$ cat src/rst_pll_pkg.sv
// Constants and types for the reset and clock-lock sequencer.
// Assumes one clock, i_clk_sys, standing in for the oscillator clock.
package rst_pll_pkg;

  // ==========================================================
  // Timing counts in oscillator cycles, and the width of the shared counter.
  // ==========================================================
  localparam int unsigned WD_PULSE_CYC   = 512;
  localparam int unsigned POST_RST_CYC   = 32;
  localparam int unsigned STRAP_HOLD_CYC = 200;
  localparam int unsigned LOCK_CYC       = 131072;
  localparam int unsigned CNT_W          = 18;

  // ==========================================================
  // Multiplier encodings and reset values.
  // ==========================================================
  localparam logic [15:0] MULT_X2    = 16'h0004;
  localparam logic [15:0] MULT_X4    = 16'h0008;
  localparam logic [15:0] MULT_RST   = 16'h0000;
  localparam logic [1:0]  OUTDIV_RST = 2'h0;

  // System clock rate selection presented to the clock generator.
  typedef enum logic [2:0]
  {
    RATE_HALF  = 3'h0,
    RATE_X1    = 3'h1,
    RATE_X2    = 3'h2,
    RATE_X4    = 3'h3,
    RATE_LIMP  = 3'h4
  } rate_t;

  // Sequencer states, Gray coded along the usual path.
  typedef enum logic [1:0]
  {
    ST_RESET = 2'b00,
    ST_WAIT  = 2'b01,
    ST_RUN   = 2'b11,
    ST_LOCK  = 2'b10
  } seq_state_t;

endpackage : rst_pll_pkg

$ cat src/reset_and_pll_lock_sequencer.sv
// Reset stretching, post-reset delay, boot strap capture and PLL lock sequencing.
// Assumes i_clk_sys is the oscillator clock and the reset pin arrives asynchronously.
// The clock generator and the clock output divider themselves sit outside this block.
`timescale 1ns/1ps
`default_nettype none

module reset_and_pll_lock_sequencer
  import rst_pll_pkg::*;
(
  // Clock and reset.
  input  wire logic        i_clk_sys,
  input  wire logic        i_sys_rst,
  // External pins.
  input  wire logic        i_reset_n_pin,
  input  wire logic [3:0]  i_boot_mode,
  // Internal sources.
  input  wire logic        i_wd_trip,
  input  wire logic        i_mult_wr,
  input  wire logic [15:0] i_mult_data,
  input  wire logic        i_limp,
  input  wire logic        i_outdiv_wr,
  input  wire logic [1:0]  i_outdiv_data,
  // Status and clock control.
  output logic             o_core_rst,
  output logic             o_bus_ready,
  output logic [3:0]       o_boot_sel,
  output logic             o_boot_valid,
  output logic [2:0]       o_sysclk_rate,
  output logic [1:0]       o_clkout_div,
  output logic [15:0]      o_pll_mult,
  output logic             o_locking
);

  // ==========================================================
  // State record.
  // ==========================================================
  // Every flop of the block lives in this one record, synchronisers included.
  // The strap pins are as asynchronous as the reset pin.
  // They get their own two stages, and the capture reads only the second one.
  // The counter cnt serves both the post-release wait and the lock phase.
  // The two never overlap, so one counter is enough.
  typedef struct packed
  {
    logic [1:0]       pin_sync;
    logic [3:0]       boot_meta;
    logic [3:0]       boot_sync;
    seq_state_t       st;
    logic [CNT_W-1:0] cnt;
    logic [9:0]       wd_cnt;
    logic [3:0]       boot;
    logic             boot_ok;
    logic [15:0]      mult;
    logic [1:0]       outdiv;
    logic [2:0]       rate;
  } state_t;

  state_t cur;
  state_t next_cur;

  // Reset pin level after two flops; only the second stage is read.
  // The first stage may go metastable when the pin moves near a clock edge.
  // It is therefore read by nothing except the second stage.
  logic pin_high;
  assign pin_high = cur.pin_sync[1];

  // ==========================================================
  // Next-state logic.
  // ==========================================================
  always_comb
  begin
    next_cur = cur;
    next_cur.pin_sync = {cur.pin_sync[0], i_reset_n_pin};
    next_cur.boot_meta = i_boot_mode;
    next_cur.boot_sync = cur.boot_meta;
    // A divider write while the core is held in reset is dropped.
    // The output pin then keeps its reset divide-by-four until the sequence leaves RESET.
    if (i_outdiv_wr && cur.st != ST_RESET)
    begin
      next_cur.outdiv = i_outdiv_data;
    end
    // watchdog pulse stretch
    // The counter is loaded on the trip and runs down to zero.
    // The sequence leaves RESET on its last count, so the pulse is exactly its length.
    if (i_wd_trip)
    begin
      next_cur.wd_cnt = 10'(WD_PULSE_CYC);
    end
    else if (cur.wd_cnt != 10'h000)
    begin
      next_cur.wd_cnt = cur.wd_cnt - 10'h001;
    end
    // Main sequence: RESET, WAIT, RUN and LOCK along the Gray coded path.
    case (cur.st)
      ST_RESET:
      begin
        next_cur.cnt = '0;
        next_cur.rate = RATE_HALF;
        // A watchdog count of one is the last reset cycle.
        // Leaving on it keeps the pulse from growing by one cycle.
        if (pin_high && cur.wd_cnt <= 10'h001 && !i_wd_trip)
        begin
          next_cur.st = ST_WAIT;
        end
      end
      ST_WAIT:
      begin
        next_cur.cnt = cur.cnt + 1'b1;
        if (cur.cnt == CNT_W'(POST_RST_CYC - 1))
        begin
          next_cur.st  = ST_RUN;
          next_cur.cnt = '0;
          // capture boot straps
          // Straps are taken long before the far side may move them again.
          next_cur.boot    = cur.boot_sync;
          next_cur.boot_ok = 1'b1;
        end
      end
      ST_RUN:
      begin
        // limp mode rate
        // Limp rate holds until a lock starts or a reset; it is not undone here.
        if (i_limp)
        begin
          next_cur.rate = RATE_LIMP;
        end
        if (i_mult_wr && i_mult_data != cur.mult)
        begin
          next_cur.mult = i_mult_data;
          next_cur.st   = ST_LOCK;
          next_cur.cnt  = '0;
          next_cur.rate = RATE_HALF;
        end
      end
      ST_LOCK:
      begin
        next_cur.cnt = cur.cnt + 1'b1;
        // The count runs from the write, so the half-rate phase spans the full lock count.
        // rewrite restarts count
        // A rewrite is taken without a value compare, since the loop relocks anyway.
        if (i_mult_wr)
        begin
          next_cur.mult = i_mult_data;
          next_cur.cnt  = '0;
        end
        else if (cur.cnt == CNT_W'(LOCK_CYC - 1))
        begin
          next_cur.st  = ST_RUN;
          next_cur.cnt = '0;
          // multiplier to rate
          // Unlisted multiplier values fall back to the x1 rate.
          case (cur.mult)
            MULT_X2: next_cur.rate = RATE_X2;
            MULT_X4: next_cur.rate = RATE_X4;
            MULT_RST: next_cur.rate = RATE_X1;
            default: next_cur.rate = RATE_X1;
          endcase
          if (i_limp)
          begin
            next_cur.rate = RATE_LIMP;
          end
        end
      end
      default:
      begin
        next_cur.st = ST_RESET;
      end
    endcase
    // Pin low or watchdog pulse forces a full restart of the sequence.
    // The last watchdog count is left to the RESET branch, which may then move on.
    // Clearing the multiplier here means that the first nonzero write in RUN after reset locks.
    if (!pin_high || i_wd_trip || cur.wd_cnt > 10'h001)
    begin
      next_cur.st      = ST_RESET;
      next_cur.boot_ok = 1'b0;
      next_cur.mult    = MULT_RST;
      next_cur.outdiv  = OUTDIV_RST;
    end
  end

  // ==========================================================
  // State register.
  // ==========================================================
  // Everything, synchronisers included, is cleared by the system reset.
  always_ff @(posedge i_clk_sys or posedge i_sys_rst)
  begin
    if (i_sys_rst)
    begin
      cur <= '{pin_sync: 2'h0, boot_meta: 4'h0, boot_sync: 4'h0, st: ST_RESET, cnt: '0,
               wd_cnt: 10'h000, boot: 4'h0, boot_ok: 1'b0, mult: MULT_RST,
               outdiv: OUTDIV_RST, rate: RATE_HALF};
    end
    else
    begin
      cur <= next_cur;
    end
  end

  // ==========================================================
  // Outputs.
  // ==========================================================
  // Status flags decode flop outputs only, so they change once per edge.
  // The state codes are Gray along the path, which keeps the decodes free of races.
  assign o_core_rst    = (cur.st == ST_RESET) || (cur.wd_cnt != 10'h000);
  assign o_bus_ready   = (cur.st == ST_RUN) || (cur.st == ST_LOCK);
  assign o_boot_sel    = cur.boot;
  assign o_boot_valid  = cur.boot_ok;
  assign o_sysclk_rate = cur.rate;
  // divider zero means divide by four
  assign o_clkout_div  = cur.outdiv;
  assign o_pll_mult    = cur.mult;
  assign o_locking     = (cur.st == ST_LOCK);

endmodule : reset_and_pll_lock_sequencer

`default_nettype wire

$ cat config.mk
export PLATFORM = sky130hd
export DESIGN_NAME = reset_and_pll_lock_sequencer
export DESIGN_NICKNAME = d
export VERILOG_FILES = /design/src/rst_pll_pkg.sv /design/src/reset_and_pll_lock_sequencer.sv
export SDC_FILE = /design/constraint.sdc
export NUM_CORES = 1
export LEC_CHECK = 0
export BUFFER_PORTS_ARGS = -buffer_cell sky130_fd_sc_hd__buf_2
export CAP_MARGIN = 20
export CELL_PAD_IN_SITES_DETAIL_PLACEMENT = 2
export CELL_PAD_IN_SITES_GLOBAL_PLACEMENT = 2
export CORE_MARGIN = 2
export CORE_UTILIZATION = 35
export DETAILED_ROUTE_END_ITERATION = 8
export GPL_TIMING_DRIVEN = 0
export PLACE_DENSITY = 0.81
export SLEW_MARGIN = 20
export SYNTH_ARGS = -nofsm -noshare
export SYNTH_HDL_FRONTEND = slang
export SYNTH_SLANG_ARGS = --single-unit
$ cat constraint.sdc
create_clock -name i_clk_sys -period 2.5 [get_ports i_clk_sys]
set_input_delay 0.5 -clock i_clk_sys [delete_from_list [all_inputs] [get_ports i_clk_sys]]
set_output_delay 0.5 -clock i_clk_sys [all_outputs]
set_load 0.02 [all_outputs]
### Word level (Yosys, flattened, before mapping)

Cells that the tools add are included.

| word-level totals | value |
|---|---|
| output and inout port bits | 29 |
| input bits | 29 |
| bits in writable memories | 0 |
| logic and storage cells | 81 |
| memory bits (read-only) | 0 |
| bits in latches | 0 |
| flip-flop bits (word level) | 66 |
| memories | 0 |

| operators by class | value |
|---|---|
| div/mod/pow operators | 0 |
| equality and inequality tests | 18 |
| mux-type cells | 24 |
| reductions and logical operators | 24 |
| bitwise logic cells | 0 |
| add/subtract/negate cells | 2 |
| multiply operators | 0 |
| $lt $le $gt $ge | 2 |
| shift-type cells | 0 |

Operators with widths:

| cell | count |
|---|---|
| $pmux W20 S4 | 1 |
| $mux W20 | 3 |
| $mux W16 | 2 |
| $pmux W16 S2 | 1 |
| $mux W10 | 2 |
| $mux W19 | 1 |
| $add A18 B1 Y18 const B | 1 |
| $eq A18 B17 Y1 const B | 1 |
| $eq A18 B5 Y1 const B | 1 |
| $mux W18 | 1 |
| $eq A16 B3 Y1 const B | 1 |
| $eq A16 B4 Y1 const B | 1 |
| $ne A16 B16 Y1 | 1 |
| $mux W3 | 5 |
| $ne A3 B3 Y1 const B | 4 |
| $gt A10 B1 Y1 const B | 1 |
| $le A10 B1 Y1 const B | 1 |
| $reduce_bool A10 Y1 | 1 |
| $reduce_bool A2 Y1 | 5 |
| $sub A10 B1 Y10 const B | 1 |
| $pmux W3 S3 | 1 |
| $mux W2 | 4 |
| $ne A3 B2 Y1 const B | 2 |
| $reduce_bool A3 Y1 | 2 |
| other kinds (15) | 26 |

### Longest topological paths before layout

Gate-level depths: netlist of the first run.

| logic depth | value |
|---|---|
| depth after elaboration | 6 |
| depth in mapped cells | 9 |
| depth with buffers taken out | 7 |

### Worst setup path before layout of the first run

OpenSTA, ideal clock, no wires.

| path | value |
|---|---|
| path type | in2reg |
| start | input port i_mult_data[10] |
| end | register cur (netlist bit o_pll_mult[6]) |
| data arrival time | 1.929 ns |
| setup time | 0.132 ns |
| stages on the path | 8 |
| slack | 0.440 ns |
| data required time | 2.368 ns |
| path buffers | 2 |
| cells stage by stage | xor2_1 > nor4_1 > nand4_1 > o211a_1 > buf_2 > buf_6 > mux2i_1 > nor2_1 |

| on the way | value |
|---|---|
| word-level cells in the longest chain between the ends | 4 |

Ends and longest elaborated chain:

| item | line | text |
|---|---|---|
| start, declared | reset_and_pll_lock_sequencer.sv:19 | `input wire logic [15:0] i_mult_data,` |
| $ne A16 B16 Y1 | reset_and_pll_lock_sequencer.sv:126 | `if (i_mult_wr && i_mult_data != cur.mult)` |
| $logic_and A1 B1 Y1 | reset_and_pll_lock_sequencer.sv:126 |  |
| $ne A3 B3 Y1 (no line) | -- |  |
| $reduce_and A3 Y1 (no line) | -- |  |
| end signal, assigned | reset_and_pll_lock_sequencer.sv:188 | `cur <= '{pin_sync: 2'h0, boot_meta: 4'h0, boot_sync: 4'h0, st: ST_RESET, cnt: '0,` |
| end signal, assigned | reset_and_pll_lock_sequencer.sv:194 | `cur <= next_cur;` |
| end, declared | reset_and_pll_lock_sequencer.sv:57 | `state_t cur;` |

Every way passes these cells.
A chain may end at the register's enable or synchronous reset.

### Worst setup path after layout of the first run

| path | value |
|---|---|
| start | register cur[29] (netlist name) |
| end | output port o_core_rst |

| on the way | value |
|---|---|
| word-level cells in the longest chain between the ends | 2 |

Ends and longest elaborated chain:

| item | line | text |
|---|---|---|
| $reduce_bool A10 Y1 | reset_and_pll_lock_sequencer.sv:203 | `assign o_core_rst = (cur.st == ST_RESET) \|\| (cur.wd_cnt != 10'h000);` |
| $logic_or A1 B1 Y1 | reset_and_pll_lock_sequencer.sv:203 |  |
| end, declared | reset_and_pll_lock_sequencer.sv:24 | `output logic o_core_rst,` |

Every way passes these cells.

==> results of run 1 <==
metrics by stage:
step | power, mW | setup WS [ns] | hold slack [ns] | TNS, ns
3_3_place_gp | 1.60 | -0.617 | 0.334 | -43.67
6_report | 2.53 | 0.0888 | 0.0563 | 0
3_5_place_dp | 1.64 | -0.297 | 0.338 | -2.98
2_1_floorplan | 1.50 | 0.345 | 0.331 | 0
5_1_grt | 2.68 | -0.0112 | 0.0546 | -0.0112
4_1_cts | 2.50 | 0.00745 | 0.0488 | 0
layer usage:
metal / global-route usage, % / up-vias / wire length [µm]
met5: 0 / - / 0
met4: 5.98 / 0 / 156
met3: 4.47 / 12 / 299
met2: 36.1 / 61 / 5570
met1: 24.7 / 1486 / 4450
li1: - / 1366 / -
cells in the mapped netlist (2+ instances only):
library cell,instances
and4_1,2
and3_1,8
nand2_1,20
xnor2_1,4
o21ai_0,16
buf_6,3
buf_2,3
nor2_1,43
o21ai_1,3
or4_1,2
buf_4,25
a221o_1,3
nand4_1,6
nand2b_1,2
and4b_1,3
a21o_1,5
mux2i_1,20
clkbuf_1,10
inv_1,6
a21oi_1,12
nor3b_1,2
xor2_1,19
mux2_2,5
nor3_1,8
nand3_1,14
nand3b_1,3
nor4_1,8
ha_1,3
a22o_1,6
dfrtp_1,66
path summary, 6_finish.rpt:
check,endpoint,startpoint,cells after the start
setup reg to reg,cur[46],cur[45],7
hold / removal,cur[39],i_sys_rst,2
min in group i_clk_sys,cur[61],i_boot_mode[1],1
setup / recovery,o_core_rst,cur[29],5
hold reg to reg,cur[56],cur[60],0
max in group asynchronous,cur[29],i_sys_rst,3
flip-flops by register name, summed over array words and instances, names as in the netlist:
| register | count |
|---|---|
| cur | 40 |
| o_boot_sel | 4 |
| o_boot_valid | 1 |
| o_clkout_div | 2 |
| o_pll_mult | 16 |
| o_sysclk_rate | 3 |
power breakdown:
| group | leakage [nW] | switching [mW] | internal [mW] |
|---|---|---|---|
| registers | 0.886 | 0.0695 | 1.14 |
| logic | 1.16 | 0.281 | 0.221 |
| clock network | 0.0745 | 0.460 | 0.359 |
| total | 2.12 | 0.810 | 1.72 |
what timing repair did:
item                                    4_1_cts  5_1_grt
buffers inserted                              0        8
endpoints found under the hold margin         0        0
endpoints found under the setup margin       11       28
gates resized for setup                       7        4
pin swaps                                     0        5
hold buffers                                  0        0
cells by family (layout without fill, tap and decap cells):
family          Yosys count  after routing  synth area share (%)
flops                    66             66                  47.4
buf+inv                  47            128                  8.52
xor+xnor                 23             23                  5.79
mux                      25             25                  7.37
compound gates           57             57                  11.0
fa+ha+maj                 3              3                  1.08
simple gates            128            128                  18.9
area by class of cell:
type	count	area [µm²]	share of cell area, %
clock inverters	6	43.8	1.03
plain buffers	40	274	6.48
well taps	133	166	3.93
repair buffers	66	373	8.81
inverters	6	25.0	0.591
multi-input cells	236	1570	37.1
flip-flops and latches	66	1650	39.1
clock buffers	10	128	3.02
==> impl_metrics.json, run 1 <==
{
  "status": "finished clean",
  "seq_area_frac_synth_pct": 47.4,
  "powerDensity_nw_per_um2": 598,
  "critical_path_class": "register to output port",
  "detail_route.wl_per_cell_um": 18.6,
  "clockRootBuffer": "clkbuf_8",
  "grt_usage_pct": 20.3,
  "dp_hpwl_um": 7280,
  "critPathBufInv": 1,
  "yosysTopAreaCellShare_pct": 47.4,
  "max_stage_delay_ns": 0.44,
  "die_area_um2": 10800,
  "cp-end-kind": "output port",
  "ys_ff_latch": 66,
  "antenna_left": 0,
  "pin_count": 58,
  "fmax_mhz": 415,
  "grt_max_degree": 53,
  "final_common_cell": "dfrtp_1",
  "std_cell_rows": 36,
  "worstPathRequired_ns": 2.00,
  "fin_cells": 563,
  "grt_pass1_wl_um": 17400,
  "cp_cell_sequence": "nor3_4, and4b_2, nand2_4, or2_2, buf_2",
  "min_path_type": "primary input to async pin",
  "tritoncts": "built",
  "cp_top_family": "simple AND/OR/NAND/NOR gates",
  "worstPathMaxFanout": 6,
  "cpMaxStageDelayCell": "dfrtp_2",
  "yosys.area.top_type": "dfrtp_1",
  "antenna_found_initial": 0,
  "avgSynthCellArea_um2": 9.98,
  "synth_area_leaders": "dfrtp_1, mux2i_1, buf_4",
  "drive_above_1_share_pct": 30.5,
  "utilization_pct": 43.5,
  "dieWidth_um": 104,
  "maxSlewViolCount": 0,
  "wl_um": 10500,
  "worstMarginPinSlew_ns": 0.523,
  "placed_area_um2": 3960,
  "cp.arrival_ns": 1.91,
  "fin_crit_sh_pct": 96.4,
  "synth_warnings": 0,
  "final.min_clock_period_ns": 2.41,
  "clk_path_buf_depth": 2,
  "port_buffers": 57,
  "fin_nets": 457,
  "grt_pass1_vias": 3282,
  "diodes": 0,
  "synth_edf_count": 0,
  "gp_congestion": 0.777,
  "fillCellCount": 1073,
  "placedCellCount": 540,
  "synth_ff_type": "dfrtp_1",
  "async_flop_share_pct": 100,
  "synthesis.area_um2": 3480,
  "setup_viol": 0,
  "clock_sinks": 66,
  "p_leak_nw": 2.12,
  "die_y_um": 104,
  "clk_pin_slew_ns": 0.08,
  "synth_cell_types": 49,
  "worst_setup_path_start_kind": "register",
  "timing.final.hold_violations": 0,
  "first_iter_violations": 129,
  "slew_headroom_pct": 64.9,
  "start_util_pct": 35.8,
  "cts_inserted_buffers": 9,
  "core-area_um2": 9730,
  "num_vias": 2925,
  "peakVddDrop_v": 0.000290,
  "drc": 0,
  "area_delta_synth_final_pct": 21.5,
  "overflow": 0,
  "fin_area_um2": 4230,
  "firstDrtPassIters": 4,
  "ctsHtreeMaxLevel": 3,
  "fin_skew_ns": 0.0112,
  "final_cell_mix": "dfrtp_1, buf_2, nor2_1",
  "max_cap_violations": 0,
  "vias_per_cell": 5.20,
  "insertion_delay_ns": 0.37,
  "synth_nets": 381,
  "r2r_slack_ns": 0.19,
  "netlist_instances": 349
}
Note: power is estimated with default switching activity, not from simulation.
==> run 2: changes to the inputs <==
- PLACE_DENSITY: 0.81 -> not set
- PLACE_DENSITY_LB_ADDON: not set -> 0.1
==> run 2 against run 1 <==
Against the previous run: first-iteration DRC count fell by 47%; largest cell class unchanged; die area did not move; via count fell by 2.4%.
==> impl_metrics.json, run 2 (synthesized netlist as in run 1, its figures left out) <==
{
  "p_leak_nw": 2.14,
  "dp_slack_ns": -0.302,
  "die_area_um2": 10800,
  "top_layer": "met4",
  "drive_above_1_share_pct": 29.4,
  "pin_count": 58,
  "antenna_left": 0,
  "cp-end-kind": "output port",
  "fin_skew_ns": 0.00873,
  "maxSlewViolCount": 0,
  "grt_pass1_wl_um": 16200,
  "top_register": "cur",
  "die_y_um": 104,
  "clk_path_buf_depth": 2,
  "diodes": 0,
  "final_cell_mix": "dfrtp_1, buf_2, nor2_1",
  "status": "finished clean",
  "routed-wl-met3_um": 307,
  "fin_nets": 455,
  "tritoncts": "built",
  "num_vias": 2854,
  "gp_congestion": 0.733,
  "dp_hpwl_um": 7010,
  "min_path_type": "primary input to async pin",
  "start_util_pct": 35.8,
  "std_cell_rows": 36,
  "core-area_um2": 9730,
  "dr_wl_met2_um": 4940,
  "fmax_mhz": 415,
  "clockRootBuffer": "clkbuf_8",
  "cts_inserted_buffers": 9,
  "firstDrtPassIters": 4,
  "utilization_pct": 43.9,
  "postLayoutSetupSlackWorst_ns": 0.0881,
  "powerDensity_nw_per_um2": 653,
  "grt_max_degree": 41,
  "setup_viol": 0,
  "largest_reg_flops": 40,
  "first_iter_violations": 68,
  "peakVddDrop_v": 0.000335,
  "cpMaxStageDelayCell": "dfrtp_1",
  "max_cap_violations": 0,
  "timing.final.hold_violations": 0,
  "critical_path_class": "register to output port",
  "final_common_cell": "dfrtp_1",
  "antenna_found_initial": 0,
  "clk_pin_slew_ns": 0.08,
  "worstPathMaxFanout": 6,
  "wl_um": 9690,
  "hold_ws_ns": 0.133,
  "grt_usage_pct": 18.7,
  "worst_setup_path_start_kind": "register",
  "met1Wirelength_um": 4320,
  "cp.arrival_ns": 1.91,
  "slew_headroom_pct": 50.7,
  "detail_route.wl_per_cell_um": 17.3,
  "fin_crit_sh_pct": 96.5,
  "final.min_clock_period_ns": 2.41,
  "ctsHtreeMaxLevel": 3,
  "overflow": 0,
  "area_delta_synth_final_pct": 22.5,
  "cp_cell_sequence": "nor3_4, and4b_1, nand2_1, or2_2, buf_2",
  "grt_pass1_vias": 3121,
  "vias_per_cell": 5.09,
  "drc": 0,
  "worstMarginPinSlew_ns": 0.733,
  "worstPathRequired_ns": 2.00,
  "port_buffers": 57,
  "clock_sinks": 66,
  "dieWidth_um": 104,
  "max_stage_delay_ns": 0.42,
  "finalPower_mw": 2.79,
  "insertion_delay_ns": 0.35
}
==> run 2: per-stage QoR <==
stage               setup TNS [ns]  std cells  area, µm²
CTS                              0        556       4220
floorplan                        0        349       3480
global placement            -48.81        539       3930
detailed placement           -3.44        540       3960
finish                           0        561       4270
global route               -0.0103        561       4270
==> run 2: area by class of cell <==
cell class	instances	area, µm²
Clock inverter	7	118
Sequential cell	66	1650
Timing Repair Buffer	65	358
Clock buffer	9	124
Inverter	6	25.0
Multi-Input combinational cell	236	1560
Tap cell	133	166
Fill cell	1086	5460
Buffer	39	269
==> run 2: power breakdown <==
| part | total [mW] | leakage (nW) | switching [mW] | internal, mW |
|---|---|---|---|---|
| Sequential | 1.21 | 0.887 | 0.0694 | 1.14 |
| Clock | 1.11 | 0.123 | 0.448 | 0.662 |
| Combinational | 0.468 | 1.13 | 0.254 | 0.214 |
==> run 2: worst paths after layout <==
| kind | start | endpoint | slack (ns) | cells past startpoint |
|---|---|---|---|---|
| min in group i_clk_sys | i_reset_n_pin | cur[64] | 0.26 | 1 |
| worst max-delay path | cur[30] | o_core_rst | 0.09 | 5 |
| worst max register to register | cur[48] | cur[47] | 0.19 | 8 |
| worst min-delay path | i_sys_rst | o_pll_mult[3] | 0.13 | 2 |
| worst min register to register | cur[61] | cur[57] | 0.34 | 0 |
| max in group asynchronous | i_sys_rst | cur[30] | 1.81 | 3 |
==> run 2: repair_timing <==
item | in CTS | in global routing
endpoints found under the hold margin | 0 | 0
setup endpoints to repair | 11 | 26
resized for setup | 3 | 2
pin swaps | 2 | 4
hold buffers | 0 | 0
cloned | 0 | 0
buffers inserted | 1 | 6
==> run 2: routing by layer <==
layer	track usage (%)	vias up
li1	-	1353
met1	24.0	1440
met2	31.7	48
met3	4.22	13
met4	5.41	0
met5	0	-
==> run 2: critical path: cells and delay by family, from the launching register on <==
kind | cells | cell delay [ns]
AND/OR/NAND/NOR | 4 | 0.99
flip-flops | 1 | 0.42
buffers and inverters | 1 | 0.16
==> run 3: changes to the inputs <==
- ABC_CLOCK_PERIOD_IN_PS: not set -> 2500
- CORE_ASPECT_RATIO: not set -> 1.4
==> run 3 against run 2 <==
Against the previous run: clock power is 14% higher; sequential share of layout area fell by 0.34 points; critical path type unchanged; highest routed layer unchanged; largest cell class unchanged; critical endpoint unchanged; wire length is 1.1% higher.
==> impl_metrics.json, run 3 (synthesized netlist as in run 1, its figures left out) <==
{
  "status": "finished clean",
  "r2r_slack_ns": 0.17,
  "slew_headroom_pct": 64.4,
  "busiest_layer": "met2",
  "met3_usage_pct": 3.86,
  "final_common_cell": "dfrtp_1",
  "clk_pin_slew_ns": 0.06,
  "vias_per_cell": 5.14,
  "cp.arrival_ns": 1.91,
  "std_cell_rows": 43,
  "clock_sinks": 66,
  "worstPathRequired_ns": 2.00,
  "p_leak_nw": 2.14,
  "maxSlewViolCount": 0,
  "cts_inserted_buffers": 9,
  "die_area_um2": 10800,
  "cp-end-kind": "output port",
  "r2r_cells": 8,
  "top_register": "cur",
  "dieWidth_um": 88.3,
  "die_y_um": 122,
  "r2r-start": "cur[36]",
  "detail_route.wl_per_cell_um": 17.5,
  "gp_congestion": 0.738,
  "core-area_um2": 9790,
  "wl_um": 9800,
  "grt_pass1_vias": 3112,
  "peakVddDrop_v": 0.000511,
  "largest_reg_flops": 40,
  "grt_util_met1_pct": 22.4,
  "antenna_left": 0,
  "insertion_delay_ns": 0.33,
  "critical_path_class": "register to output port",
  "fin_skew_ns": 0.00467,
  "placed_area_um2": 3960,
  "drive_above_1_share_pct": 29.2,
  "grt_usage_pct": 19.5,
  "tritoncts": "built",
  "fin_crit_sh_pct": 96.4,
  "grtUsageMet2_pct": 35.9,
  "final_cell_mix": "dfrtp_1, buf_2, nor2_1",
  "dp_hpwl_um": 7330,
  "diodes": 0,
  "rsz0062_at_grt": "false",
  "clockRootBuffer": "clkbuf_16",
  "firstDrtPassIters": 3,
  "overflow": 0,
  "powerDensity_nw_per_um2": 675,
  "antenna_found_initial": 0,
  "final.min_clock_period_ns": 2.41,
  "timing.final.hold_violations": 0,
  "fin_nets": 452,
  "ctsHtreeMaxLevel": 3,
  "min_path_type": "primary input to async pin",
  "fillCellCount": 1095,
  "first_iter_violations": 92,
  "setup_viol": 0,
  "clk_path_buf_depth": 2,
  "worstPathMaxFanout": 6,
  "drc": 0,
  "grt_pass1_wl_um": 16000,
  "fin_area_um2": 4300,
  "num_vias": 2876,
  "worst_setup_path_start_kind": "register",
  "max_cap_violations": 0,
  "reg2reg_to": "cur[47]",
  "start_util_pct": 35.6,
  "port_buffers": 57,
  "worstMarginPinSlew_ns": 0.534,
  "area_delta_synth_final_pct": 23.6,
  "pin_count": 58,
  "grt_max_degree": 35,
  "fmax_mhz": 415,
  "setup_tns_ns": 0
}
==> run 3: cell count changes in the layout (fill, tap and decap cells not counted), moves of 2 or more <==
| cell | delta |
|---|---|
| clkinv_4 | -2 |
| clkbuf_8 | -8 |
| bufinv_16 | -2 |
| clkbuf_16 | +9 |
| clkinvlp_4 | +2 |
| buf_4 | -3 |
==> run 3: worst max-delay path by stage <==
| stage | startpoint | endpoint | slack [ns] |
|---|---|---|---|
| after floorplan | i_sys_rst | cur[26] | 0.35 |
| after global placement | i_sys_rst | cur[49] | -0.67 |
| after detailed placement | i_mult_data[0] | cur[50] | -0.37 |
| after CTS | cur[28] | o_core_rst | 0.001 |
| after global routing | cur[37] | cur[53] | 0.006 |
| final | cur[29] | o_core_rst | 0.09 |
==> run 3: repair_timing <==
item	CTS	global route
hold buffers	0	0
pin swaps	1	1
resized for setup	6	2
setup endpoints to repair	20	13
setup buffers	3	0
==> run 3: critical path, stage by stage, from the launching register on <==
cell and delay, ns:
dfrtp_1 0.43, nor3_4 0.26, and4b_2 0.32, nand2_2 0.12
or2_2 0.29, buf_2 0.16
==> run 3: metal layers <==
| layer | wire (µm) | up-vias | part of all wire (%) |
|---|---|---|---|
| li1 | - | 1349 | - |
| met1 | 3870 | 1476 | 39 |
| met2 | 5530 | 41 | 56 |
| met3 | 279 | 10 | 2.8 |
| met4 | 131 | 0 | 1.3 |
| met5 | 0 | - | 0 |
==> run 3: metrics by stage <==
stage / setup WS, ns / util (%) / total power, mW / cells / hold slack (ns)
2_1_floorplan: 0.345 / - / 1.50 / 349 / 0.331
5_1_grt: 0.00614 / 44.0 / 3.06 / 559 / 0.217
6_report: 0.0900 / 44.0 / 2.90 / 559 / 0.181
3_3_place_gp: -0.669 / 40.2 / 1.61 / 541 / 0.334
4_1_cts: 0.00104 / 43.9 / 2.95 / 560 / 0.199
3_5_place_dp: -0.367 / 40.4 / 1.65 / 542 / 0.336
==> run 3: power by group <==
group | total (mW) | switching, mW | internal (mW) | leakage, nW
Combinational | 0.434 | 0.254 | 0.181 | 1.12
Sequential | 1.21 | 0.0706 | 1.14 | 0.887
Clock | 1.26 | 0.468 | 0.789 | 0.140
==> run 3: cell type report <==
cell class	count	area, µm²	area share [%]
Clock inverter	5	55.1	1.28
Tap cell	135	169	3.92
Clock buffer	10	239	5.55
Buffer	40	274	6.37
Sequential cell	66	1650	38.4
Multi-Input combinational cell	236	1560	36.3
Inverter	6	25.0	0.581
Timing Repair Buffer	61	328	7.62
